File: config.mk
export PLATFORM = sky130hd
export DESIGN_NAME = lbpc_regs
export DESIGN_NICKNAME = d
export VERILOG_FILES = /design/src/core/lbpc_pkg.sv /design/src/core/lbpc_cal_timer.sv /design/src/core/lbpc_regs.sv
export SDC_FILE = /design/constraint.sdc
export NUM_CORES = 1
export LEC_CHECK = 0
export BUFFER_PORTS_ARGS = -buffer_cell sky130_fd_sc_hd__buf_4
export CELL_PAD_IN_SITES_DETAIL_PLACEMENT = 0
export CELL_PAD_IN_SITES_GLOBAL_PLACEMENT = 1
export CORE_ASPECT_RATIO = 0.9
export CORE_MARGIN = 1.5
export CORE_UTILIZATION = 40
export CTS_CLUSTER_DIAMETER = 150
export DETAILED_ROUTE_END_ITERATION = 10
export GPL_TIMING_DRIVEN = 0
export PLACE_DENSITY_LB_ADDON = 0.2
export SLEW_MARGIN = 30
export SYNTH_ARGS = -nofsm -noshare
export SYNTH_HDL_FRONTEND = slang
export SYNTH_SLANG_ARGS = --single-unit
File: constraint.sdc
create_clock -name core_clk_i -period 3.9 [get_ports core_clk_i]
set_clock_uncertainty 0.15 [all_clocks]
set_input_delay 0.585 -clock core_clk_i [delete_from_list [all_inputs] [get_ports core_clk_i]]
set_output_delay 0.585 -clock core_clk_i [all_outputs]
set_load 0.1 [all_outputs]
File: src/core/lbpc_pkg.sv
// Constants for the LO buffer and PLL calibration register bank.
// Assumes an Avalon-MM slave with byte addresses and one register per word.
`default_nettype none

package lbpc_pkg;

  // Bus geometry
  localparam int unsigned ADDR_W = 8;
  localparam int unsigned DATA_W = 32;
  localparam int unsigned BE_W = 4;
  localparam int unsigned IDX_W = 6;
  localparam int unsigned IDX_LSB = 2;
  localparam int unsigned REG_W = 8;

  // Register indices, byte address is four times the index
  localparam logic [5:0] IDX_SWING = 6'h18;
  localparam logic [5:0] IDX_CURRENT = 6'h19;
  localparam logic [5:0] IDX_BW = 6'h1a;
  localparam logic [5:0] IDX_CAL = 6'h1b;
  localparam logic [5:0] IDX_STATUS = 6'h30;

  // Field positions shared by the swing and current registers
  localparam int unsigned PRE_HI = 7;
  localparam int unsigned PRE_LO = 6;
  localparam int unsigned RX_HI = 5;
  localparam int unsigned RX_LO = 3;
  localparam int unsigned TX_HI = 2;
  localparam int unsigned TX_LO = 0;

  // Field positions of the calibration control register
  localparam int unsigned CAL_START_BIT = 7;
  localparam int unsigned CAL_DUAL_BIT = 6;
  localparam int unsigned WAIT_HI = 5;
  localparam int unsigned WAIT_LO = 4;
  localparam int unsigned CAL_RSVD_BIT = 3;
  localparam int unsigned DAC_HI = 2;
  localparam int unsigned DAC_LO = 0;

  // Status register bits
  localparam int unsigned ST_BUSY_BIT = 0;
  localparam int unsigned ST_TGT_A_BIT = 1;
  localparam int unsigned ST_TGT_B_BIT = 2;

  // Reset values
  localparam logic [1:0] PRE_SWING_RST = 2'h3;
  localparam logic [2:0] RX_SWING_RST = 3'h4;
  localparam logic [2:0] TX_SWING_RST = 3'h1;
  localparam logic [1:0] PRE_CUR_RST = 2'h1;
  localparam logic [2:0] RX_CUR_RST = 3'h4;
  localparam logic [2:0] TX_CUR_RST = 3'h5;
  localparam logic [7:0] BW_RST = 8'h86;
  localparam logic [1:0] WAIT_RST = 2'h0;
  localparam logic [2:0] DAC_RST = 3'h5;

  // Calibration durations in reference clock periods
  localparam int unsigned CNT_W = 18;
  localparam int unsigned CAL_WAIT0_PERIODS = 90000;
  localparam int unsigned CAL_WAIT1_PERIODS = 110000;
  localparam int unsigned CAL_WAIT2_PERIODS = 130000;
  localparam int unsigned CAL_WAIT3_PERIODS = 200000;

  // Wait codes
  localparam logic [1:0] WAIT_CODE0 = 2'h0;
  localparam logic [1:0] WAIT_CODE1 = 2'h1;
  localparam logic [1:0] WAIT_CODE2 = 2'h2;

endpackage

`default_nettype wire

File: src/core/lbpc_cal_timer.sv
// Calibration duration timer counting reference clock ticks.
// Assumes tick_i is a one-cycle pulse already in the core clock domain.
`default_nettype none

module lbpc_cal_timer #(
  parameter int unsigned CNT_W = 18
) (
  input wire logic clk_i,
  input wire logic rst_b_i,
  input wire logic ce_i,
  input wire logic start_i,
  input wire logic tick_i,
  input wire logic [CNT_W-1:0] limit_i,
  output logic done_o
);

  logic [CNT_W-1:0] count;
  logic [CNT_W-1:0] limit;
  logic running;
  logic [CNT_W-1:0] next_count;
  logic [CNT_W-1:0] next_limit;
  logic next_running;
  logic next_done;

  // Load on start, count ticks, pulse done at the limit
  always_comb begin
    next_count = count;
    next_limit = limit;
    next_running = running;
    next_done = 1'b0;
    if (start_i) begin
      next_count = '0;
      next_limit = limit_i;
      next_running = 1'b1;
    end else if (running && tick_i) begin
      if (count == limit - 1'b1) begin
        next_running = 1'b0;
        next_done = 1'b1;
      end else begin
        next_count = count + 1'b1;
      end
    end
  end

  // Timer state
  always_ff @(posedge clk_i or negedge rst_b_i) begin
    if (!rst_b_i) begin
      count <= '0;
      limit <= '0;
      running <= 1'b0;
      done_o <= 1'b0;
    end else if (ce_i) begin
      count <= next_count;
      limit <= next_limit;
      running <= next_running;
      done_o <= next_done;
    end
  end

endmodule

`default_nettype wire

File: src/core/lbpc_regs.sv
// LO buffer, loop bandwidth and calibration control register bank.
// Assumes an Avalon-MM master on core_clk_i and a reference clock pin.
`default_nettype none

module lbpc_regs #(
  parameter int unsigned CAL_WAIT0 = lbpc_pkg::CAL_WAIT0_PERIODS,
  parameter int unsigned CAL_WAIT1 = lbpc_pkg::CAL_WAIT1_PERIODS,
  parameter int unsigned CAL_WAIT2 = lbpc_pkg::CAL_WAIT2_PERIODS,
  parameter int unsigned CAL_WAIT3 = lbpc_pkg::CAL_WAIT3_PERIODS
) (
  input wire logic core_clk_i,
  input wire logic rst_b_i,
  input wire logic ce_i,
  input wire logic [lbpc_pkg::ADDR_W-1:0] avs_address_i,
  input wire logic avs_read_i,
  input wire logic avs_write_i,
  input wire logic [lbpc_pkg::DATA_W-1:0] avs_writedata_i,
  input wire logic [lbpc_pkg::BE_W-1:0] avs_byteenable_i,
  output logic [lbpc_pkg::DATA_W-1:0] avs_readdata_o,
  output logic avs_waitrequest_o,
  input wire logic ref_clk_i,
  input wire logic freq_select_i,
  output logic [1:0] pre_swing_o,
  output logic [2:0] rx_swing_o,
  output logic [2:0] tx_swing_o,
  output logic [1:0] pre_current_o,
  output logic [2:0] rx_current_o,
  output logic [2:0] tx_current_o,
  output logic [7:0] loop_bandwidth_factor_o,
  output logic cal_dual_o,
  output logic [1:0] cal_wait_o,
  output logic [2:0] dac_start_value_o,
  output logic cal_busy_o,
  output logic cal_store_a_o,
  output logic cal_store_b_o
);

  typedef enum logic {BUS_IDLE, BUS_ACK} lbpc_bus_e;
  typedef enum logic [1:0] {CAL_IDLE, CAL_RUN, CAL_STORE} lbpc_cal_e;

  localparam logic [lbpc_pkg::CNT_W-1:0] LIM0 = lbpc_pkg::CNT_W'(CAL_WAIT0);
  localparam logic [lbpc_pkg::CNT_W-1:0] LIM1 = lbpc_pkg::CNT_W'(CAL_WAIT1);
  localparam logic [lbpc_pkg::CNT_W-1:0] LIM2 = lbpc_pkg::CNT_W'(CAL_WAIT2);
  localparam logic [lbpc_pkg::CNT_W-1:0] LIM3 = lbpc_pkg::CNT_W'(CAL_WAIT3);

  ////////////////////////////////////////////////////////////////////////////
  // Bus slave

  lbpc_bus_e bus_state;
  lbpc_bus_e next_bus_state;
  logic [lbpc_pkg::DATA_W-1:0] next_readdata;
  logic next_waitrequest;
  logic [lbpc_pkg::IDX_W-1:0] idx;
  logic [lbpc_pkg::REG_W-1:0] rd_byte;
  logic [lbpc_pkg::REG_W-1:0] wr_byte;
  logic commit_wr;
  logic start_bit;
  logic last_tgt_a;
  logic last_tgt_b;
  lbpc_cal_e cal_state;

  assign idx = avs_address_i[lbpc_pkg::ADDR_W-1:lbpc_pkg::IDX_LSB];
  assign wr_byte = avs_writedata_i[lbpc_pkg::REG_W-1:0];
  // Write lands on the edge where waitrequest is seen low
  assign commit_wr = (bus_state == BUS_ACK) && avs_write_i && avs_byteenable_i[0];

  // Read multiplexer, unmapped words read zero
  always_comb begin
    rd_byte = '0;
    case (idx)
      lbpc_pkg::IDX_SWING: rd_byte = {pre_swing_o, rx_swing_o, tx_swing_o};
      lbpc_pkg::IDX_CURRENT: rd_byte = {pre_current_o, rx_current_o, tx_current_o};
      lbpc_pkg::IDX_BW: rd_byte = loop_bandwidth_factor_o;
      lbpc_pkg::IDX_CAL: begin
        rd_byte[lbpc_pkg::CAL_START_BIT] = start_bit;
        rd_byte[lbpc_pkg::CAL_DUAL_BIT] = cal_dual_o;
        rd_byte[lbpc_pkg::WAIT_HI:lbpc_pkg::WAIT_LO] = cal_wait_o;
        rd_byte[lbpc_pkg::CAL_RSVD_BIT] = 1'b0;
        rd_byte[lbpc_pkg::DAC_HI:lbpc_pkg::DAC_LO] = dac_start_value_o;
      end
      lbpc_pkg::IDX_STATUS: begin
        rd_byte[lbpc_pkg::ST_BUSY_BIT] = cal_busy_o;
        rd_byte[lbpc_pkg::ST_TGT_A_BIT] = last_tgt_a;
        rd_byte[lbpc_pkg::ST_TGT_B_BIT] = last_tgt_b;
      end
      default: rd_byte = '0;
    endcase
  end

  // One wait state, then a single cycle with waitrequest low
  always_comb begin
    next_bus_state = bus_state;
    next_waitrequest = 1'b1;
    next_readdata = avs_readdata_o;
    case (bus_state)
      BUS_IDLE: begin
        if (avs_read_i || avs_write_i) begin
          next_bus_state = BUS_ACK;
          next_waitrequest = 1'b0;
          next_readdata = {{(lbpc_pkg::DATA_W - lbpc_pkg::REG_W){1'b0}}, rd_byte};
        end
      end
      BUS_ACK: begin
        next_bus_state = BUS_IDLE;
      end
      default: next_bus_state = BUS_IDLE;
    endcase
  end

  // Bus state registers
  always_ff @(posedge core_clk_i or negedge rst_b_i) begin
    if (!rst_b_i) begin
      bus_state <= BUS_IDLE;
      avs_waitrequest_o <= 1'b1;
      avs_readdata_o <= '0;
    end else if (ce_i) begin
      bus_state <= next_bus_state;
      avs_waitrequest_o <= next_waitrequest;
      avs_readdata_o <= next_readdata;
    end
  end

  ////////////////////////////////////////////////////////////////////////////
  // Configuration registers

  logic [1:0] next_pre_swing;
  logic [2:0] next_rx_swing;
  logic [2:0] next_tx_swing;
  logic [1:0] next_pre_current;
  logic [2:0] next_rx_current;
  logic [2:0] next_tx_current;
  logic [7:0] next_bw;
  logic next_start_bit;
  logic next_dual;
  logic [1:0] next_wait;
  logic [2:0] next_dac;
  logic start_req;

  // Start wanted on a 0 to 1 write of the start bit while idle
  assign start_req = commit_wr && (idx == lbpc_pkg::IDX_CAL)
                     && wr_byte[lbpc_pkg::CAL_START_BIT] && !start_bit
                     && (cal_state == CAL_IDLE);

  // Field updates from committed writes
  always_comb begin
    next_pre_swing = pre_swing_o;
    next_rx_swing = rx_swing_o;
    next_tx_swing = tx_swing_o;
    next_pre_current = pre_current_o;
    next_rx_current = rx_current_o;
    next_tx_current = tx_current_o;
    next_bw = loop_bandwidth_factor_o;
    next_start_bit = start_bit;
    next_dual = cal_dual_o;
    next_wait = cal_wait_o;
    next_dac = dac_start_value_o;
    if (commit_wr) begin
      case (idx)
        lbpc_pkg::IDX_SWING: begin
          next_pre_swing = wr_byte[lbpc_pkg::PRE_HI:lbpc_pkg::PRE_LO];
          next_rx_swing = wr_byte[lbpc_pkg::RX_HI:lbpc_pkg::RX_LO];
          next_tx_swing = wr_byte[lbpc_pkg::TX_HI:lbpc_pkg::TX_LO];
        end
        lbpc_pkg::IDX_CURRENT: begin
          next_pre_current = wr_byte[lbpc_pkg::PRE_HI:lbpc_pkg::PRE_LO];
          next_rx_current = wr_byte[lbpc_pkg::RX_HI:lbpc_pkg::RX_LO];
          next_tx_current = wr_byte[lbpc_pkg::TX_HI:lbpc_pkg::TX_LO];
        end
        lbpc_pkg::IDX_BW: begin
          next_bw = wr_byte;
        end
        lbpc_pkg::IDX_CAL: begin
          next_start_bit = wr_byte[lbpc_pkg::CAL_START_BIT];
          next_dual = wr_byte[lbpc_pkg::CAL_DUAL_BIT];
          next_wait = wr_byte[lbpc_pkg::WAIT_HI:lbpc_pkg::WAIT_LO];
          next_dac = wr_byte[lbpc_pkg::DAC_HI:lbpc_pkg::DAC_LO];
        end
        default: next_bw = loop_bandwidth_factor_o;
      endcase
    end
  end

  // Field registers with documented defaults
  always_ff @(posedge core_clk_i or negedge rst_b_i) begin
    if (!rst_b_i) begin
      pre_swing_o <= lbpc_pkg::PRE_SWING_RST;
      rx_swing_o <= lbpc_pkg::RX_SWING_RST;
      tx_swing_o <= lbpc_pkg::TX_SWING_RST;
      pre_current_o <= lbpc_pkg::PRE_CUR_RST;
      rx_current_o <= lbpc_pkg::RX_CUR_RST;
      tx_current_o <= lbpc_pkg::TX_CUR_RST;
      loop_bandwidth_factor_o <= lbpc_pkg::BW_RST;
      start_bit <= 1'b0;
      cal_dual_o <= 1'b0;
      cal_wait_o <= lbpc_pkg::WAIT_RST;
      dac_start_value_o <= lbpc_pkg::DAC_RST;
    end else if (ce_i) begin
      pre_swing_o <= next_pre_swing;
      rx_swing_o <= next_rx_swing;
      tx_swing_o <= next_tx_swing;
      pre_current_o <= next_pre_current;
      rx_current_o <= next_rx_current;
      tx_current_o <= next_tx_current;
      loop_bandwidth_factor_o <= next_bw;
      start_bit <= next_start_bit;
      cal_dual_o <= next_dual;
      cal_wait_o <= next_wait;
      dac_start_value_o <= next_dac;
    end
  end

  ////////////////////////////////////////////////////////////////////////////
  // Reference clock synchroniser and tick

  logic ref_meta;
  logic ref_sync;
  logic ref_prev;
  logic ref_tick;

  // Rising edge of the synchronised reference clock
  assign ref_tick = ref_sync && !ref_prev;

  // Two flops, then a delay flop for edge detect
  always_ff @(posedge core_clk_i or negedge rst_b_i) begin
    if (!rst_b_i) begin
      ref_meta <= 1'b0;
      ref_sync <= 1'b0;
      ref_prev <= 1'b0;
    end else if (ce_i) begin
      ref_meta <= ref_clk_i;
      ref_sync <= ref_meta;
      ref_prev <= ref_sync;
    end
  end

  ////////////////////////////////////////////////////////////////////////////
  // Calibration sequencer

  lbpc_cal_e next_cal_state;
  logic [lbpc_pkg::CNT_W-1:0] limit_sel;
  logic timer_done;
  logic next_busy;
  logic next_store_a;
  logic next_store_b;
  logic next_tgt_a;
  logic next_tgt_b;

  // Duration from the wait code written along with the start bit
  always_comb begin
    case (next_wait)
      lbpc_pkg::WAIT_CODE0: limit_sel = LIM0;
      lbpc_pkg::WAIT_CODE1: limit_sel = LIM1;
      lbpc_pkg::WAIT_CODE2: limit_sel = LIM2;
      default: limit_sel = LIM3;
    endcase
  end

  lbpc_cal_timer #(
    .CNT_W(lbpc_pkg::CNT_W)
  ) u_timer (
    .clk_i(core_clk_i),
    .rst_b_i(rst_b_i),
    .ce_i(ce_i),
    .start_i(start_req),
    .tick_i(ref_tick),
    .limit_i(limit_sel),
    .done_o(timer_done)
  );

  // Run until the timer ends, then one store pulse
  always_comb begin
    next_cal_state = cal_state;
    next_store_a = 1'b0;
    next_store_b = 1'b0;
    next_tgt_a = last_tgt_a;
    next_tgt_b = last_tgt_b;
    case (cal_state)
      CAL_IDLE: begin
        if (start_req) begin
          next_cal_state = CAL_RUN;
        end
      end
      CAL_RUN: begin
        if (timer_done) begin
          next_cal_state = CAL_STORE;
          next_store_a = cal_dual_o || !freq_select_i;
          next_store_b = cal_dual_o || freq_select_i;
          next_tgt_a = next_store_a;
          next_tgt_b = next_store_b;
        end
      end
      CAL_STORE: begin
        next_cal_state = CAL_IDLE;
      end
      default: next_cal_state = CAL_IDLE;
    endcase
    next_busy = (next_cal_state != CAL_IDLE);
  end

  // Sequencer registers
  always_ff @(posedge core_clk_i or negedge rst_b_i) begin
    if (!rst_b_i) begin
      cal_state <= CAL_IDLE;
      cal_busy_o <= 1'b0;
      cal_store_a_o <= 1'b0;
      cal_store_b_o <= 1'b0;
      last_tgt_a <= 1'b0;
      last_tgt_b <= 1'b0;
    end else if (ce_i) begin
      cal_state <= next_cal_state;
      cal_busy_o <= next_busy;
      cal_store_a_o <= next_store_a;
      cal_store_b_o <= next_store_b;
      last_tgt_a <= next_tgt_a;
      last_tgt_b <= next_tgt_b;
    end
  end

endmodule

`default_nettype wire

==> run summary <==
crit path kind -> reg -> reg
worst r2r src -> u_timer.limit[7]$_DFFE_PN0P_
Syn Inst Count -> 406
MaxCap Viol Count -> 0
clock sinks -> 79
Resized Gates After CTS -> 0
post-CTS setup buffer count -> 0
CP max-delay cell -> or4b_4
initial core utilization -> 41.28%
vias in the first global route -> 3,196
Unique masters post-synth -> 51
final setup vio count -> 0
Critical Path RT -> 4.00 ns
r2r setup slk -> 0.75 ns
Seq pwr share -> 41.6%
headroom to the max-slew limit -> 51.70%
Power Density -> 390.7 nW/µm²
setup TNS -> 0 ns
WL per Instance -> 16.03 µm
Port Buffer Count -> 62
startpoint types -> register
half-perimeter wire length after placement -> 7391 µm
sequential share of the synthesized area -> 46.95%
RR Endpoint -> u_timer.count[17]$_DFFE_PN0P_
Congestion Overflow GR -> 0
Inserted Diodes -> 0
GRT Util Overall -> 18.82%
Final Max Slew Viols -> 0
residual DRC count -> 0
EDFF count, synth -> 0
Top FF cell, synth -> dfrtp_1
P_int -> 0.001477 W
syn avg cell area -> 10.46 µm²
iteration-0 DRC count of the detailed router -> 140
clk_lat worst skew -> 0.33 ns
Hold-fix buffers, CTS -> 0
Worst-Margin Slew -> 0.7245 ns
Overall Power -> 0.002067 W
Worst Path Arrival -> 3.25 ns
CTS tree -> yes
FMAX -> 0.3179 GHz
total CTS buffers -> 9
Mapped Area -> 4248 µm²
fin crit period -> 3.146 ns
period utilization -> 80.67%
Final WS setup -> 0.7539 ns
die height -> 100.8 µm
row count -> 35
Clock Pin Slew Worst Setup and Hold Paths -> 0.06 ns
share of cells above drive strength 1 -> 33.46%
initial antenna violation count -> 0
Setup WS pre-CTS -> 0.7380 ns
synth warn -> 0
RSZ-0062 raised after global routing -> false
Max H-tree Level -> 3
dpl cells -> 621
post-synthesis async set-or-reset flop share -> 100.0%
Hold WC Path Type -> in -> async
Pleak -> 2.517 nW
first-pass GRT wire length -> 16,660 µm
Via density -> 5.226
root buffer cell -> clkbuf_16
Logic pwr share -> 15.2%
Max clock buf depth -> 2
largest net degree at the start of global routing -> 80
via count -> 3,329
part of the power in the clock network -> 43.1%
Crit. End Element -> register
Post-Route WL -> 10,210 µm
Peak supply drop -> 0.0001715 V
fin nets -> 560
final hold viol count -> 0
top fanout value on the critical path -> 10
Routed Antenna Nets -> 0
outcome -> finished clean
most used cell, CP -> buf_6
die area -> 11,250 µm²
Critical Path, Cell by Cell -> buf_6 -> inv_1 -> ha_1 -> or4b_4 -> nor4_1 -> mux2i_1 -> nor4_1 -> and4_1 -> buf_6 -> buf_6 -> or4_1 -> a21oi_1
Net Sw Power -> 0.0005893 W
Layout Cells excl Fill -> 637
# IOs -> 117
GPL Wtd Cong -> 0.7820
sw frac -> 28.51%
Max stage delay on crit path -> 0.52 ns
router iterations before antenna repair -> 4
register bit total from synthesis -> 79
area delta synth->final -> 24.54%
reg2reg path depth -> 12
Core Region -> 10,290 µm²
horizontal die dimension -> 111.6 µm
[power by group through the flow]
stage	sequential, W	clock [W]	combinational (W)
final	0.000861	0.000891	0.000315
after detailed placement	0.000875	0	0.000316
after global placement	0.000874	0	0.000314
after global routing	0.000863	0.000943	0.000332
after floorplan	0.000947	0	0.000171
after CTS	0.000860	0.000908	0.000316
[cell type report]
| cell class | instances | area, µm² |
|---|---|---|
| Buffer | 44 | 291.5 |
| Clock buffer | 10 | 229.0 |
| Clock inverter | 6 | 83.83 |
| Fill cell | 912 | 5001 |
| Inverter | 15 | 56.30 |
| Multi-Input combinational cell | 291 | 1997 |
| Sequential cell | 79 | 1994 |
| Tap cell | 129 | 161.4 |
| Timing Repair Buffer | 63 | 476.7 |
[worst max-delay path, delay by kind of cell, from the launching register on]
family,cells,cell delay (ns)
adder cells (fa/ha/maj),1,0.19
AND/OR/NAND/NOR,5,1.54
multiplexers,1,0.23
flip-flops,1,0.37
AO/OA/AOI/OAI,1,0.15
buffers and inverters,4,0.45
[synthesized netlist by cell type, types with 7 or more instances]
cell type | count | area [µm²]
dfrtp_1 | 65 | 1627
nand2_1 | 45 | 168.9
mux2_2 | 39 | 439.2
o21ai_0 | 29 | 145.1
buf_4 | 25 | 187.7
a21oi_1 | 16 | 80.08
inv_1 | 15 | 56.30
dfstp_2 | 14 | 367.9
nand3_1 | 13 | 65.06
clkbuf_1 | 11 | 41.29
o31ai_1 | 10 | 75.07
or4_1 | 10 | 75.07
or3_1 | 9 | 56.30
nor2_1 | 8 | 30.03
xor2_1 | 7 | 61.31
[worst max-delay path by stage]
stage | start | depth (start not counted) | end
after floorplan | u_timer.limit[7]$_DFFE_PN0P_ | 12 | u_timer.count[17]$_DFFE_PN0P_
after global placement | avs_address_i[7] | 5 | loop_bandwidth_factor_o[0]$_DFFE_PN0P_
after detailed placement | ce_i | 8 | u_timer.count[11]$_DFFE_PN0P_
after CTS | u_timer.limit[7]$_DFFE_PN0P_ | 12 | u_timer.count[17]$_DFFE_PN0P_
after global routing | u_timer.limit[7]$_DFFE_PN0P_ | 13 | u_timer.count[7]$_DFFE_PN0P_
final | u_timer.limit[7]$_DFFE_PN0P_ | 12 | u_timer.count[17]$_DFFE_PN0P_
[stage by stage]
stage          util [%]  instance area, µm²  hold WS, ns
5_1_grt           51.40                5290       0.1900
3_3_place_gp      48.21                4961       0.3169
2_1_floorplan         -                4334       0.1394
4_1_cts           51.40                5290       0.1724
3_5_place_dp      48.36                4977       0.3328
6_report          51.40                5290       0.1281
[state kept, by name, indices dropped and copies added, names as in the netlist, 3 cells and up]
name,flops
u_timer.limit,8
rx_current_o,3
avs_readdata_o,8
tx_current_o,3
rx_swing_o,3
u_timer.count,18
loop_bandwidth_factor_o,8
tx_swing_o,3
dac_start_value_o,3
[kinds of logic after synthesis]
family          synth area share, %
fa+ha+maj                     1.767
compound gates                11.84
xor+xnor                      2.680
mux                           13.11
buf+inv                       8.188
simple gates                  15.37
flops                         46.95
other cells                 0.08828
[per-layer routing]
layer | wire length [µm] | track usage, % | up-vias
met4 | 90 | 5.940 | 0
li1 | - | - | 1615
met3 | 452 | 3.788 | 7
met2 | 4657 | 28.10 | 79
met1 | 5008 | 27.58 | 1628
met5 | 0 | 0 | -
[placed cells by master, fill, tap and decap left out, types with 6 or more instances in the layout]
master / synthesis / layout
buf_4: 25 / 87
dfrtp_1: 65 / 65
nand2_1: 45 / 45
mux2_2: 39 / 39
o21ai_0: 29 / 29
conb_1: 1 / 24
a21oi_1: 16 / 16
inv_1: 15 / 15
dfstp_2: 14 / 14
nand3_1: 13 / 13
clkbuf_1: 11 / 12
o31ai_1: 10 / 10
or4_1: 10 / 10
or3_1: 9 / 9
clkbuf_16: 0 / 9
nor2_1: 8 / 8
xor2_1: 7 / 7
xnor2_1: 6 / 6
nor2b_1: 6 / 6
ha_1: 6 / 6
No activity file was read; power rests on OpenSTA's default activity.
